**src/lbw_pkg.sv**
```systemverilog
// Constants and types for the single-wire blink controller.
// Assumes one 50 MHz clock; all times are converted to cycle counts here.
//
// Operation
// - On time is (slow+1) x count x 106.6 ms
// - Off time is (slow+1) x count x 320 ms
// - Two pulses, each with own timing
// - Maxima 1600/4800 ms, doubled when slow
// - Zero on-count holds on for the 6.7 ms floor, then ramps down
// - Second pulse skipped if either count zero
// - First pulse on/off at least 6.7 ms
// - Upper nibble on/rise, lower off/fall
// - Config: range 7:6, slow 2, repeat 1, track 0
// - Interrupted word is discarded, registers unchanged
// - Word sent least significant bit first
// - Bit is 1 when high outlasts low
// - Data loads at stop bit rising edge
// - New word accepted on the first rise after stop falls
// - Low 200 us after stop returns idle
// - High 200 us starts the pattern
// - Word: 3 address bits, 8 data bits
// - Repeat and track bits select line response
// - Ramp is 31 steps of count x 3.33 ms
// - Zero step count switches without ramp
package lbw_pkg;

    // ======================================================
    // Register map and fields
    localparam logic [2:0] ADDR_RAMP1 = 3'h0;
    localparam logic [2:0] ADDR_ON_OFF_COUNTS_FIRST = 3'h1;
    localparam logic [2:0] ADDR_RAMP2 = 3'h2;
    localparam logic [2:0] ADDR_ON_OFF_COUNTS_SECOND = 3'h3;
    localparam logic [2:0] ADDR_CFG = 3'h4;
    localparam logic [7:0] RST_RAMP1 = 8'h55;
    localparam logic [7:0] RST_ON_OFF_COUNTS_FIRST = 8'h55;
    localparam logic [7:0] RST_RAMP2 = 8'h55;
    localparam logic [7:0] RST_ON_OFF_COUNTS_SECOND = 8'h00;
    localparam logic [7:0] RST_CFG = 8'h00;
    localparam int CFG_RANGE_HI = 7;
    localparam int CFG_RANGE_LO = 6;
    localparam int CFG_SLOW = 2;
    localparam int CFG_REPEAT = 1;
    localparam int CFG_TRACK = 0;
    localparam logic [3:0] WORD_LAST = 4'hA;
    localparam logic [4:0] LEVEL_FULL = 5'h1F;

    // ======================================================
    // Timing
    localparam int CLK_NS = 20;
    localparam int PHASE_MAX_NS = 40000;
    localparam int HOLD_NS = 200000;
    localparam int ON_UNIT_NS = 106600000;
    localparam int OFF_UNIT_NS = 320000000;
    localparam int STEP_UNIT_NS = 3330000;
    localparam int MIN_TIME_NS = 6700000;
    localparam logic [13:0] PHASE_MAX_CYC = 14'(PHASE_MAX_NS / CLK_NS);
    localparam int HOLD_CYC = (HOLD_NS + CLK_NS - 1) / CLK_NS;
    localparam int ON_UNIT_CYC = ON_UNIT_NS / CLK_NS;
    localparam int OFF_UNIT_CYC = OFF_UNIT_NS / CLK_NS;
    localparam int STEP_UNIT_CYC = STEP_UNIT_NS / CLK_NS;
    localparam int MIN_TIME_CYC = (MIN_TIME_NS + CLK_NS - 1) / CLK_NS;

    // ======================================================
    // Types
    typedef enum logic [1:0] {
        RX_IDLE = 2'b00,
        RX_WORD = 2'b01,
        RX_STOP = 2'b10,
        RX_GAP = 2'b11
    } lbw_rx_t;

    typedef enum logic [2:0] {
        PT_IDLE = 3'b000,
        PT_RISE = 3'b001,
        PT_ON = 3'b010,
        PT_FALL = 3'b011,
        PT_OFF = 3'b100
    } lbw_pat_t;

    typedef struct packed {
        logic sync1;
        logic sync2;
        logic prev;
        logic [13:0] ph_cnt;
        logic [13:0] hi_len;
        lbw_rx_t rx;
        logic [3:0] bits;
        logic [10:0] sr;
        logic [4:0][7:0] regs;
        lbw_pat_t pst;
        logic pulse;
        logic run;
        logic [23:0] cyc;
        logic [4:0] units;
        logic [4:0] level;
    } lbw_state_t;

endpackage : lbw_pkg

```
**src/lbw_blinker.sv**
```systemverilog
// Single-wire configuration receiver and two-pulse blink sequencer.
// Assumes line_in is an asynchronous pin driven by a host that bit-bangs.
`timescale 1ns/1ps
`default_nettype none

module lbw_blinker
    import lbw_pkg::*;
#(
    parameter logic [13:0] HOLD_LEN = 14'(HOLD_CYC),
    parameter logic [23:0] ON_UNIT = 24'(ON_UNIT_CYC),
    parameter logic [23:0] OFF_UNIT = 24'(OFF_UNIT_CYC),
    parameter logic [23:0] STEP_UNIT = 24'(STEP_UNIT_CYC),
    parameter logic [23:0] MIN_TIME = 24'(MIN_TIME_CYC)
) (
    input wire logic ref_clk,
    input wire logic rst_n,
    input wire logic line_in,
    output logic [4:0] led_level,
    output logic pattern_run,
    output logic [1:0] current_range
);

    lbw_state_t s_r;
    lbw_state_t s_nxt;

    // ======================================================
    // Line edge and phase measurement
    logic rise;
    logic fall;
    logic hold;
    logic bit_val;
    logic [10:0] word;
    logic [7:0] cfg;

    assign rise = s_r.sync2 & ~s_r.prev;
    assign fall = ~s_r.sync2 & s_r.prev;
    assign hold = ~(rise | fall) && (s_r.ph_cnt == HOLD_LEN - 14'h1);
    // The low phase is the running count when the next rising edge arrives.
    assign bit_val = s_r.hi_len > s_r.ph_cnt;
    assign word = {bit_val, s_r.sr[10:1]};
    assign cfg = s_r.regs[ADDR_CFG];

    // ======================================================
    // Pulse timing selection
    logic [7:0] ramp_reg;
    logic [7:0] cnt_reg;
    logic slow;
    logic sec_en;
    logic [23:0] unit_len;
    logic [4:0] target;
    logic tick;
    logic done;
    logic keep_going;

    assign ramp_reg = s_r.pulse ? s_r.regs[ADDR_RAMP2] : s_r.regs[ADDR_RAMP1];
    assign cnt_reg = s_r.pulse ? s_r.regs[ADDR_ON_OFF_COUNTS_SECOND] : s_r.regs[ADDR_ON_OFF_COUNTS_FIRST];
    assign slow = cfg[CFG_SLOW];
    assign sec_en = (s_r.regs[ADDR_ON_OFF_COUNTS_SECOND][7:4] != 4'h0)
        && (s_r.regs[ADDR_ON_OFF_COUNTS_SECOND][3:0] != 4'h0);
    assign keep_going = cfg[CFG_REPEAT] | (cfg[CFG_TRACK] & s_r.sync2);

    always_comb begin
        unit_len = STEP_UNIT;
        target = 5'h00;
        unique case (s_r.pst)
            PT_RISE: target = {1'b0, ramp_reg[7:4]};
            PT_FALL: target = {1'b0, ramp_reg[3:0]};
            PT_ON: begin
                if (cnt_reg[7:4] == 4'h0) begin
                    // Pulse two never runs with a zero count, so only
                    // pulse one lands here and gets the short floor.
                    unit_len = MIN_TIME;
                    target = s_r.pulse ? 5'h00 : 5'h01;
                end else begin
                    unit_len = ON_UNIT;
                    target = slow ? {cnt_reg[7:4], 1'b0}
                                  : {1'b0, cnt_reg[7:4]};
                end
            end
            PT_OFF: begin
                if (cnt_reg[3:0] == 4'h0) begin
                    unit_len = MIN_TIME;
                    target = s_r.pulse ? 5'h00 : 5'h01;
                end else begin
                    unit_len = OFF_UNIT;
                    target = slow ? {cnt_reg[3:0], 1'b0}
                                  : {1'b0, cnt_reg[3:0]};
                end
            end
            default: begin
                unit_len = STEP_UNIT;
                target = 5'h00;
            end
        endcase
    end

    assign tick = s_r.cyc == unit_len - 24'h1;
    assign done = (target == 5'h00)
        || (tick && (s_r.units == target - 5'h01));

    // ======================================================
    // Next state
    always_comb begin
        s_nxt = s_r;
        s_nxt.sync1 = line_in;
        s_nxt.sync2 = s_r.sync1;
        s_nxt.prev = s_r.sync2;
        if (rise || fall) begin
            s_nxt.ph_cnt = 14'h0000;
        end else if (s_r.ph_cnt != 14'h3FFF) begin
            s_nxt.ph_cnt = s_r.ph_cnt + 14'h0001;
        end
        if (fall) begin
            s_nxt.hi_len = s_r.ph_cnt;
        end

        // Receiver.
        unique case (s_r.rx)
            RX_IDLE, RX_GAP: begin
                if (rise) begin
                    // Any rising edge after the stop bit opens a word.
                    s_nxt.rx = RX_WORD;
                    s_nxt.bits = 4'h0;
                end else if (hold && !s_r.sync2) begin
                    s_nxt.rx = RX_IDLE;
                end
            end
            RX_WORD: begin
                if (rise) begin
                    s_nxt.sr = word;
                    s_nxt.bits = s_r.bits + 4'h1;
                    if (s_r.bits == WORD_LAST) begin
                        // Address in bits 2:0, data in bits 10:3.
                        if (word[2:0] <= ADDR_CFG) begin
                            s_nxt.regs[word[2:0]] = word[10:3];
                        end
                        s_nxt.rx = RX_STOP;
                    end
                end else if (s_r.ph_cnt > PHASE_MAX_CYC) begin
                    // Partial bits are simply dropped; nothing was written.
                    s_nxt.rx = RX_IDLE;
                end
            end
            RX_STOP: begin
                if (fall) begin
                    s_nxt.rx = RX_GAP;
                end
            end
        endcase

        // Pattern sequencer.
        if (s_r.pst != PT_IDLE) begin
            if (done || tick) begin
                s_nxt.cyc = 24'h000000;
                s_nxt.units = s_r.units + 5'h01;
            end else begin
                s_nxt.cyc = s_r.cyc + 24'h000001;
            end
            if (done) begin
                s_nxt.units = 5'h00;
            end
        end
        unique case (s_r.pst)
            PT_IDLE: begin
                s_nxt.level = 5'h00;
            end
            PT_RISE: begin
                if (target == 5'h00) begin
                    s_nxt.level = LEVEL_FULL;
                    s_nxt.pst = PT_ON;
                end else if (done) begin
                    s_nxt.level = s_r.level + 5'h01;
                    if (s_r.level == LEVEL_FULL - 5'h01) begin
                        s_nxt.pst = PT_ON;
                    end
                end
            end
            PT_ON: begin
                if (done) begin
                    s_nxt.pst = PT_FALL;
                end
            end
            PT_FALL: begin
                if (target == 5'h00) begin
                    s_nxt.level = 5'h00;
                    s_nxt.pst = PT_OFF;
                end else if (done) begin
                    s_nxt.level = s_r.level - 5'h01;
                    if (s_r.level == 5'h01) begin
                        s_nxt.pst = PT_OFF;
                    end
                end
            end
            PT_OFF: begin
                if (done) begin
                    if (!s_r.pulse && sec_en) begin
                        s_nxt.pulse = 1'b1;
                        s_nxt.pst = PT_RISE;
                    end else begin
                        s_nxt.pulse = 1'b0;
                        s_nxt.pst = keep_going ? PT_RISE : PT_IDLE;
                        s_nxt.run = keep_going;
                    end
                end
            end
            default: begin
                s_nxt.pst = PT_IDLE;
                s_nxt.run = 1'b0;
            end
        endcase

        // A long high starts a fresh pattern; a long low halts one
        // unless the repeat bit lets it run on by itself.
        if (hold && s_r.sync2 && s_r.pst == PT_IDLE) begin
            s_nxt.pst = PT_RISE;
            s_nxt.run = 1'b1;
            s_nxt.pulse = 1'b0;
            s_nxt.level = 5'h00;
            s_nxt.cyc = 24'h000000;
            s_nxt.units = 5'h00;
        end else if (hold && !s_r.sync2 && !cfg[CFG_REPEAT]) begin
            s_nxt.pst = PT_IDLE;
            s_nxt.run = 1'b0;
            s_nxt.level = 5'h00;
        end
    end

    always_ff @(posedge ref_clk or negedge rst_n) begin
        if (!rst_n) begin
            s_r <= '0;
            s_r.regs <= {RST_CFG, RST_ON_OFF_COUNTS_SECOND, RST_RAMP2, RST_ON_OFF_COUNTS_FIRST,
                         RST_RAMP1};
        end else begin
            s_r <= s_nxt;
        end
    end

    assign led_level = s_r.level;
    assign pattern_run = s_r.run;
    assign current_range = cfg[CFG_RANGE_HI:CFG_RANGE_LO];
endmodule : lbw_blinker

`default_nettype wire

```
**config.mk**
```make
export PLATFORM = sky130hd
export DESIGN_NAME = lbw_blinker
export DESIGN_NICKNAME = d
export VERILOG_FILES = /design/src/lbw_pkg.sv /design/src/lbw_blinker.sv
export SDC_FILE = /design/constraint.sdc
export NUM_CORES = 1
export LEC_CHECK = 0
export BUFFER_PORTS_ARGS = -buffer_cell sky130_fd_sc_hd__buf_4
export CORE_MARGIN = 3
export CORE_UTILIZATION = 60
export CTS_BUF_LIST = sky130_fd_sc_hd__clkbuf_4
export DETAILED_ROUTE_END_ITERATION = 12
export PLACE_DENSITY = 0.76
export SKIP_CTS_REPAIR_TIMING = 1
export SYNTH_ARGS = -nofsm -noshare
export SYNTH_HDL_FRONTEND = slang
export SYNTH_SLANG_ARGS = --single-unit
```
**constraint.sdc**
```tcl
create_clock -name ref_clk -period 4 [get_ports ref_clk]
set_input_delay 0.6 -clock ref_clk [delete_from_list [all_inputs] [get_ports ref_clk]]
set_output_delay 0.6 -clock ref_clk [all_outputs]
set_load 0.01 [all_outputs]
```
==> results of run 1 <==
area by class of cell:
type | count | share of cell area [%]
multi-input combinational | 539 | 49.94
sequential | 123 | 39.57
timing repair buffer | 25 | 2.609
tap | 143 | 2.289
clock inverter | 14 | 2.177
clock buffer | 18 | 1.729
inverter | 35 | 1.681
power by group through the flow:
| stage | registers (mW) | clock network (mW) | logic [mW] |
|---|---|---|---|
| floorplan | 1.35 | 0 | 0.161 |
| global placement | 1.38 | 0 | 0.223 |
| detailed placement | 1.39 | 0 | 0.234 |
| CTS | 1.36 | 0.955 | 0.238 |
| global route | 1.37 | 1.01 | 0.265 |
| finish | 1.36 | 0.935 | 0.234 |
layout by cell type, fill, tap and decap left out, types with 5 or more instances in the layout:
master,instances
sky130_fd_sc_hd__nand4_1,14
sky130_fd_sc_hd__and4_1,6
sky130_fd_sc_hd__mux2i_1,13
sky130_fd_sc_hd__a21oi_1,25
sky130_fd_sc_hd__buf_4,23
sky130_fd_sc_hd__nand2b_1,15
sky130_fd_sc_hd__clkbuf_4,18
sky130_fd_sc_hd__a22oi_1,5
sky130_fd_sc_hd__o31ai_1,11
sky130_fd_sc_hd__o21ai_0,63
sky130_fd_sc_hd__inv_1,35
sky130_fd_sc_hd__nor3b_1,8
sky130_fd_sc_hd__and2_1,8
sky130_fd_sc_hd__or3_1,5
sky130_fd_sc_hd__a31oi_1,6
sky130_fd_sc_hd__mux4_2,6
sky130_fd_sc_hd__a21o_1,6
sky130_fd_sc_hd__nor2_1,34
sky130_fd_sc_hd__o211ai_1,6
sky130_fd_sc_hd__and3_1,14
sky130_fd_sc_hd__nor3_1,17
sky130_fd_sc_hd__o221ai_1,5
sky130_fd_sc_hd__dfstp_2,12
sky130_fd_sc_hd__mux2_2,63
sky130_fd_sc_hd__nor2b_1,7
sky130_fd_sc_hd__ha_1,31
sky130_fd_sc_hd__xnor2_1,15
sky130_fd_sc_hd__nor4_1,11
sky130_fd_sc_hd__dfrtp_1,111
sky130_fd_sc_hd__nand3_1,33
sky130_fd_sc_hd__nand2_1,55
layer usage:
| metal | vias to the layer above | part of all wire [%] | global-route usage, % |
|---|---|---|---|
| li1 | 2728 | - | - |
| met1 | 2851 | 43 | 33.16 |
| met2 | 188 | 49 | 41.88 |
| met3 | 45 | 5.4 | 7.150 |
| met4 | 0 | 2.8 | 9.709 |
| met5 | - | 0 | 0 |
how the worst max path moves through the flow:
stage                     startpoint      end  slack [ns]  cells after the start
after floorplan              s_r[35]  s_r[38]        0.41                     16
after global placement          flop  s_r[38]        0.43                     14
after detailed placement        flop  s_r[38]        0.32                     14
after CTS                       flop  s_r[38]        0.26                     14
after global routing         s_r[38]  s_r[38]       0.006                     14
final                        s_r[35]  s_r[38]        0.24                     11
metrics by stage:
step	hold slack, ns	setup WS (ns)	power (mW)	std cells	area [um2]
final	0.09228	0.2401	2.531	897	7816
after global placement	0.3368	0.4253	1.601	865	7493
after detailed placement	0.3502	0.3221	1.621	865	7493
after floorplan	0.3044	0.4101	1.514	742	7331
after CTS	0.1004	0.2597	2.555	897	7799
after global routing	0.08875	0.006160	2.643	897	7816
kinds of logic after synthesis:
logic type,Yosys count
flip-flops,123
multiplexers,83
XOR/XNOR,19
buffers and inverters,80
AND/OR/NAND/NOR,241
AO/OA/AOI/OAI,165
adder cells (fa/ha/maj),31
==> run summary, run 1 <==
main combinational cell family by area after synthesis: simple AND/OR/NAND/NOR gates
CTS root buffer: sky130_fd_sc_hd__clkbuf_4
total detailed-routing wirelength: 16.33 mm
proportion of layout cells with a drive suffix above 1: 19.50%
floorplan die height: 116.5 um
Final Hold Violating Endpoints: 0
share of synthesized area occupied by flip-flops and latches: 42.19%
placeable core region: 0.01166 mm2
Initial Utilization: 62.86%
xor and xnor fraction of the mapped netlist area: 2.270%
run status: completed
Detailed Place HPWL: 11.74 mm
area occupied by multi-input gates: 0.003904 mm2
Pwr Density: 323.8 mW/mm2
# fillers: 897
Cell Int Power: 1.828 mW
number of antenna violations at the first check in global routing: 0
Max-cap violations: 0
logic depth of the worst register-to-register path: 11
GRT Overall Usage: 25.79%
Largest stage delay, worst path: 0.69 ns
Mapped Avg Cell Area: 9.880 um2
register-to-register setup slack: 0.24 ns
part of the power in combinational logic: 9.2%
Buf+Inv Stages, Crit Path: 1
pin slew with the least headroom to its limit: 0.8088 ns
maximum clock insertion buffer count: 2
antenna-violating nets left: 0
endpoint class of the critical path: flop
net count of the finished layout: 775
max-slew headroom at the worst pin: 45.88%
DRT iter0 DRCs: 349
share of synthesized cell area in and, or, nand and nor gates: 17.44%
vias after detailed routing: 5,812
cell types occupying the most area after synthesis: sky130_fd_sc_hd__dfrtp_1 (38%), sky130_fd_sc_hd__mux2_2 (9.7%), sky130_fd_sc_hd__ha_1 (5.3%)
Die X-Extent: 116.5 um
FMAX: 0.2660 GHz
endpoint of the lowest-slack register-to-register path: s_r[38]
CP Launch Type: flop
portion of netlist area occupied by mux cells: 13.45%
Clock Sinks: 123
Lkg Pwr: 3.448 nW
remaining global-route overflow: 0
final critical-path share of the clock period: 94.00%
number of warnings printed during yosys synthesis: 0
maximum number of pins on one net before global-route repair: 65
ys async rst share: 100.0%
post-route clock skew: 0.02055 ns
power dissipated by switching net loads: 0.7033 mW
number of flops mapped to enable cells by yosys: 0
area fraction of the dominant cell type after synthesis: 37.89%
fraction of power consumed by the clock network: 36.9%
via count of the first global-routing pass: 5,641
number of max-slew violations in the final report: 0
clock tree from TritonCTS: built
number of distinct standard cells referenced by the synthesized netlist: 63
share of the synthesized area in compound gates (AO/OA/AOI/OAI): 14.61%
H-tree depth reported by CTS: 4
final critical path time including I/O delays and setup: 3.760 ns
die area: 0.01358 mm2
fraction of the mapped netlist area in adder cells: 5.291%
total negative setup slack: 0 ns
row cnt: 39
Setup Viol. Count Final: 0
drt via density: 6.479
clock latency on the worst-skew pair: 0.57 ns
area occupied by registers: 0.003093 mm2
layout overhead on the synthesized area: 6.622%
switching part of the total power: 27.78%
synthesized area: 0.007331 mm2
arrival time reported for the critical path endpoint: 4.21 ns
most frequent cell after synthesis: sky130_fd_sc_hd__dfrtp_1
Antenna Diode Count: 0
list of most frequent post-synthesis cells: sky130_fd_sc_hd__dfrtp_1 (111), sky130_fd_sc_hd__mux2_2 (63), sky130_fd_sc_hd__o21ai_0 (63)
remaining routing DRC violations: 0
Buffers on Ports: 10
unrepaired setup endpoints after global routing: no
worst r2r src: s_r[35]
synthesized flop and latch total: 123
critical path cell sequence: buf_4 -> mux2i_1 -> o22ai_1 -> a221oi_1 -> ha_1 -> or4b_1 -> o311ai_1 -> nand4_1 -> a21o_1 -> a41o_1 -> mux2_1
cell family with the largest share of critical-path delay: compound AO/OA/AOI/OAI gates
most area-hungry cell type in the Yosys netlist: sky130_fd_sc_hd__dfrtp_1
min-delay worst type: input pin to async pin
number of instances in the synthesized netlist: 742
Final Util: 67.02%
maximum vdd ir drop: 0.3377 mV
final routed wire length divided by cell count: 18.20 um
clock buffers created by TritonCTS: 17
CP required: 4.45 ns
synthesized net count: 776
clock transition time at the flip-flop clock pins of the worst setup and hold paths: 0.12 ns
drt first pass iters: 5
global-route wire length before repair: 27.43 mm
weighted congestion reported at the end of routability-driven placement: 0.9480
slowest CP cell: sky130_fd_sc_hd__dfrtp_1
Synth Flop Type: sky130_fd_sc_hd__dfrtp_1
startpoint-to-endpoint class of the critical path: flop to flop
part of the power in registers: 53.8%
largest driver fanout on the critical path: 13
number of placed I/O pins: 11
(Power assumes the default switching activity.)
==> inputs of run 2 (changes only) <==
--- a/config.mk
+++ b/config.mk
@@ -8,10 +8,10 @@
 export BUFFER_PORTS_ARGS = -buffer_cell sky130_fd_sc_hd__buf_4
 export CORE_MARGIN = 3
 export CORE_UTILIZATION = 60
-export CTS_BUF_LIST = sky130_fd_sc_hd__clkbuf_4
+export CTS_BUF_LIST = sky130_fd_sc_hd__clkbuf_16
 export DETAILED_ROUTE_END_ITERATION = 12
 export PLACE_DENSITY = 0.76
-export SKIP_CTS_REPAIR_TIMING = 1
+export REMOVE_ABC_BUFFERS = 1
 export SYNTH_ARGS = -nofsm -noshare
 export SYNTH_HDL_FRONTEND = slang
 export SYNTH_SLANG_ARGS = --single-unit
==> run 2 against run 1 <==
- combinational power about the same
- worst hold slack improved by 0.20 ns
- wire length increased by 1.0%
- clock skew decreased by 0.011 ns
- highest routed layer unchanged
==> run summary, run 2 (same netlist as run 1, synthesis figures left out) <==
run status: completed
maximum vdd ir drop: 0.3927 mV
maximum clock insertion buffer count: 2
total met2 wirelength after detailed routing: 7.935 mm
placed cell area: 0.007491 mm2
via count of the first global-routing pass: 5,726
number of antenna violations at the first check in global routing: 0
remaining routing DRC violations: 0
startpoint of the worst setup timing path: s_r[38]
clock latency on the worst-skew pair: 0.42 ns
H-tree depth reported by CTS: 4
top layer in use: met4
clock transition time at the flip-flop clock pins of the worst setup and hold paths: 0.05 ns
Antenna Diode Count: 0
most common cell after layout, fill and taps aside: sky130_fd_sc_hd__dfrtp_1
Max-cap violations: 0
largest driver fanout on the critical path: 10
final critical path time including I/O delays and setup: 3.755 ns
total detailed-routing wirelength: 16.50 mm
Buffers on Ports: 10
Met1 Wirelength: 7.311 mm
CP Launch Type: flop
clock buffers created by TritonCTS: 17
Detailed Place HPWL: 11.37 mm
Clock Sinks: 123
layout overhead on the synthesized area: 10.70%
weighted congestion reported at the end of routability-driven placement: 0.9519
CP required: 4.30 ns
worst r2r src: s_r[38]
DRT iter0 DRCs: 520
Pwr Density: 392.6 mW/mm2
endpoint class of the critical path: flop
drt first pass iters: 5
maximum number of pins on one net before global-route repair: 79
final standard cell area without fillers: 0.008115 mm2
most frequent cells in the layout: sky130_fd_sc_hd__dfrtp_1 (111), sky130_fd_sc_hd__o21ai_0 (63), sky130_fd_sc_hd__mux2_2 (63)
unrepaired setup endpoints after global routing: no
arrival time reported for the critical path endpoint: 4.05 ns
placeable core region: 0.01166 mm2
number of max-slew violations in the final report: 0
Hold Path Origin: line_in
FMAX: 0.2663 GHz
detailed route wirelength on metal3: 925 um
net count of the finished layout: 773
Setup Viol. Count Final: 0
post-route clock skew: 0.009444 ns
clock tree from TritonCTS: built
antenna-violating nets left: 0
vias after detailed routing: 5,837
Initial Utilization: 62.86%
Final Hold Violating Endpoints: 0
Post-CTS Hold Fix Bufs: 0
Die X-Extent: 116.5 um
global-route wire length before repair: 27.97 mm
startpoint-to-endpoint class of the critical path: flop to flop
final routed wire length divided by cell count: 18.43 um
row cnt: 39
CTS root buffer: sky130_fd_sc_hd__clkbuf_16
die area: 0.01358 mm2
drt via density: 6.522
max-slew headroom at the worst pin: 31.68%
total negative setup slack: 0 ns
number of placed I/O pins: 11
final critical-path share of the clock period: 93.89%
GRT Overall Usage: 25.98%
# fillers: 877
remaining global-route overflow: 0
proportion of layout cells with a drive suffix above 1: 18.62%
Lkg Pwr: 3.589 nW
min-delay worst type: input pin to flop
pin slew with the least headroom to its limit: 1.025 ns
floorplan die height: 116.5 um
-- run 2: metal layers --
| layer | vias to the layer above | global-route usage (%) |
|---|---|---|
| met2 | 191 | 41.46 |
| met1 | 2897 | 35.04 |
| met5 | - | 0 |
| li1 | 2716 | - |
| met4 | 0 | 9.633 |
| met3 | 33 | 5.751 |
-- run 2: final cells by class --
| cell class | count | area [um2] | area share, % |
|---|---|---|---|
| clock buffers | 17 | 425.4 | 5.242 |
| clock inverters | 15 | 181.4 | 2.236 |
| inverters | 35 | 131.4 | 1.619 |
| multi-input cells | 539 | 3904 | 48.10 |
| flip-flops and latches | 123 | 3093 | 38.11 |
| well taps | 143 | 178.9 | 2.205 |
| repair buffers | 23 | 201.4 | 2.482 |
-- run 2: report_power, final --
group          internal, mW  switching, mW
Combinational        0.0965          0.140
Sequential             1.29         0.0667
Clock                  1.03          0.559
-- run 2: worst paths after layout --
check	to	slack, ns	cells past startpoint
max	s_r[38]	0.24	14
min	s_nxt[125]	0.29	1
max reg2reg	s_r[38]	0.24	14
min reg2reg	s_nxt[124]	0.35	0
max in group asynchronous	async pin	2.77	2
min in group asynchronous	s_r[13]	0.35	1
-- run 2: critical path, stage by stage, from the launching register on --
cell                       delay (ns)
sky130_fd_sc_hd__dfrtp_1         0.51
sky130_fd_sc_hd__nor3b_1         0.34
sky130_fd_sc_hd__o211ai_1        0.21
sky130_fd_sc_hd__nand3_1         0.16
sky130_fd_sc_hd__inv_1           0.08
sky130_fd_sc_hd__ha_1            0.31
sky130_fd_sc_hd__xnor2_1         0.13
sky130_fd_sc_hd__nor3b_1         0.23
sky130_fd_sc_hd__o21ai_0         0.15
sky130_fd_sc_hd__nor4_1          0.26
sky130_fd_sc_hd__and4_1          0.26
sky130_fd_sc_hd__nand4_1         0.14
sky130_fd_sc_hd__a21o_1          0.29
sky130_fd_sc_hd__a41o_1          0.27
sky130_fd_sc_hd__mux2_1          0.32
-- run 2: through the flow --
step                      utilization, %  hold WS (ns)  cells  power [mW]  setup slack [ns]
after detailed placement           64.23        0.3373    863       1.614            0.2735
after global routing               69.58        0.2847    895       3.303           0.01304
after CTS                          69.43        0.2838    895       3.194            0.2374
final                              69.58        0.2931    895       3.186            0.2446
after global placement             64.23        0.3381    863       1.603            0.3938
after floorplan                        -        0.3044    697       1.513           -0.2775
-- run 2: timing repair --
item                       in CTS  in global routing
buffers inserted                0                  0
hold endpoints to repair        0                  0
resized for setup               0                  3
setup endpoints to repair       0                  4
==> inputs of run 3 (changes only) <==
--- a/config.mk
+++ b/config.mk
@@ -12,6 +12,7 @@
 export DETAILED_ROUTE_END_ITERATION = 12
 export PLACE_DENSITY = 0.76
 export REMOVE_ABC_BUFFERS = 1
+export SETUP_SLACK_MARGIN = 0.4
 export SYNTH_ARGS = -nofsm -noshare
 export SYNTH_HDL_FRONTEND = slang
 export SYNTH_SLANG_ARGS = --single-unit
==> constraint.sdc (replaced) <==
create_clock -name ref_clk -period 4.4 [get_ports ref_clk]
set_input_delay 0.66 -clock ref_clk [delete_from_list [all_inputs] [get_ports ref_clk]]
set_output_delay 0.66 -clock ref_clk [all_outputs]
set_load 0.01 [all_outputs]
==> run 3 against run 2 <==
- power is 13% lower
- critical path depth is 4 lower
- non-clock buffer count is 2 higher
- clock skew is 0.00067 ns lower
- critical endpoint is now led_level[1]
- wire length is 0.38% higher
- register-to-register slack better by 0.35 ns
- via count hardly changed
- die area stayed put
- highest routed layer unchanged
- critical path type unchanged
==> run summary, run 3 (same netlist as run 1, synthesis figures left out) <==
Max-cap violations: 0
critical path cell sequence: buf_4 -> mux4_2 -> a221oi_1 -> ha_1 -> or4b_1 -> o311ai_1 -> nand4_1 -> a21oi_1 -> o22ai_2 -> a211o_1
remaining global-route overflow: 0
most frequent cells in the layout: sky130_fd_sc_hd__dfrtp_1 (109), sky130_fd_sc_hd__o21ai_0 (63), sky130_fd_sc_hd__mux2_2 (63)
floorplan die height: 116.5 um
Clock Sinks: 123
CP Launch Type: flop
final critical path time including I/O delays and setup: 3.806 ns
H-tree depth reported by CTS: 4
number of antenna violations at the first check in global routing: 0
global-route wire length before repair: 27.86 mm
clock buffers created by TritonCTS: 17
pin slew with the least headroom to its limit: 0.7505 ns
number of max-slew violations in the final report: 0
number of placed I/O pins: 11
max-slew headroom at the worst pin: 49.97%
maximum number of pins on one net before global-route repair: 56
Die X-Extent: 116.5 um
CTS root buffer: sky130_fd_sc_hd__clkbuf_16
die area: 0.01358 mm2
maximum clock insertion buffer count: 2
remaining routing DRC violations: 0
Initial Utilization: 62.86%
endpoint class of the critical path: flop
arrival time reported for the critical path endpoint: 4.11 ns
antenna-violating nets left: 0
final routed wire length divided by cell count: 18.46 um
via count of the first global-routing pass: 5,661
Buf+Inv Stages, Crit Path: 1
worst hold slack across all endpoints: 0.2959 ns
Buffers on Ports: 10
maximum vdd ir drop: 0.3499 mV
startpoint-to-endpoint class of the critical path: flop to flop
CP required: 4.71 ns
final critical-path share of the clock period: 86.51%
layout overhead on the synthesized area: 10.41%
GRT Overall Usage: 26.26%
clock tree from TritonCTS: built
placeable core region: 0.01166 mm2
DRT iter0 DRCs: 503
row cnt: 39
Antenna Diode Count: 0
Final Hold Violating Endpoints: 0
clock latency on the worst-skew pair: 0.43 ns
final standard cell area without fillers: 0.008094 mm2
total negative setup slack: 0 ns
weighted congestion reported at the end of routability-driven placement: 0.9407
drt first pass iters: 5
proportion of layout cells with a drive suffix above 1: 19.89%
Pwr Density: 342.8 mW/mm2
largest driver fanout on the critical path: 9
total detailed-routing wirelength: 16.56 mm
Setup Viol. Count Final: 0
post-route clock skew: 0.008778 ns
Detailed Place HPWL: 11.65 mm
drt via density: 6.503
Lkg Pwr: 3.585 nW
run status: completed
Largest stage delay, worst path: 0.52 ns
min-delay worst type: input pin to async pin
vias after detailed routing: 5,833
# fillers: 850
placed cell area: 0.007443 mm2
FMAX: 0.2627 GHz
clock transition time at the flip-flop clock pins of the worst setup and hold paths: 0.06 ns
most common cell after layout, fill and taps aside: sky130_fd_sc_hd__dfrtp_1
net count of the finished layout: 775
cell family with the largest share of critical-path delay: compound AO/OA/AOI/OAI gates
unrepaired setup endpoints after global routing: yes
slowest CP cell: sky130_fd_sc_hd__mux4_2
-- run 3: per-layer routing --
metal | vias to the layer above | GRT usage [%] | part of all wire (%)
met5 | - | 0 | 0
met4 | 0 | 9.327 | 1.6
met3 | 30 | 6.995 | 5.4
met2 | 161 | 42.14 | 49
met1 | 2912 | 34.60 | 44
li1 | 2730 | - | -
-- run 3: path summary, 6_finish.rpt --
path	from	end	slack [ns]	cells past startpoint
min in group ref_clk	line_in	s_nxt[125]	0.34	1
max in group asynchronous	rst_n	async pin	3.09	2
min	rst_n	s_r[16]	0.30	1
max reg2reg	s_r[35]	led_level[1]	0.59	10
max	s_r[35]	led_level[1]	0.59	10
min reg2reg	s_nxt[125]	s_nxt[124]	0.37	0
-- run 3: what timing repair did --
| item | in CTS | in global routing |
|---|---|---|
| endpoints found under the setup margin | 0 | 39 |
| hold buffers | 0 | 0 |
| resized for setup | 0 | 10 |
| buffers inserted | 0 | 5 |
-- run 3: final cells by class --
type	count	area (um2)	share of cell area, %
Timing Repair Buffer	25	187.7	2.319
Clock buffer	17	425.4	5.256
Sequential cell	123	3095	38.24
Inverter	35	131.4	1.623
Tap cell	143	178.9	2.211
Multi-Input combinational cell	539	3940	48.68
Clock inverter	15	135.1	1.670
-- run 3: through the flow --
step           util, %  instances  total power [mW]  setup slack (ns)
2_1_floorplan        -        697             1.375            0.1225
3_3_place_gp     63.82        860             1.459            0.7130
3_5_place_dp     63.82        860             1.472            0.5161
4_1_cts          68.63        892             2.799            0.4703
5_1_grt          69.40        897             2.887            0.3295
6_report         69.40        897             2.775            0.5938
-- run 3: report_power, final --
group,switching [mW],internal (mW)
Sequential,0.0646,1.18
Combinational,0.126,0.0864
Clock,0.501,0.821
Total,0.692,2.08
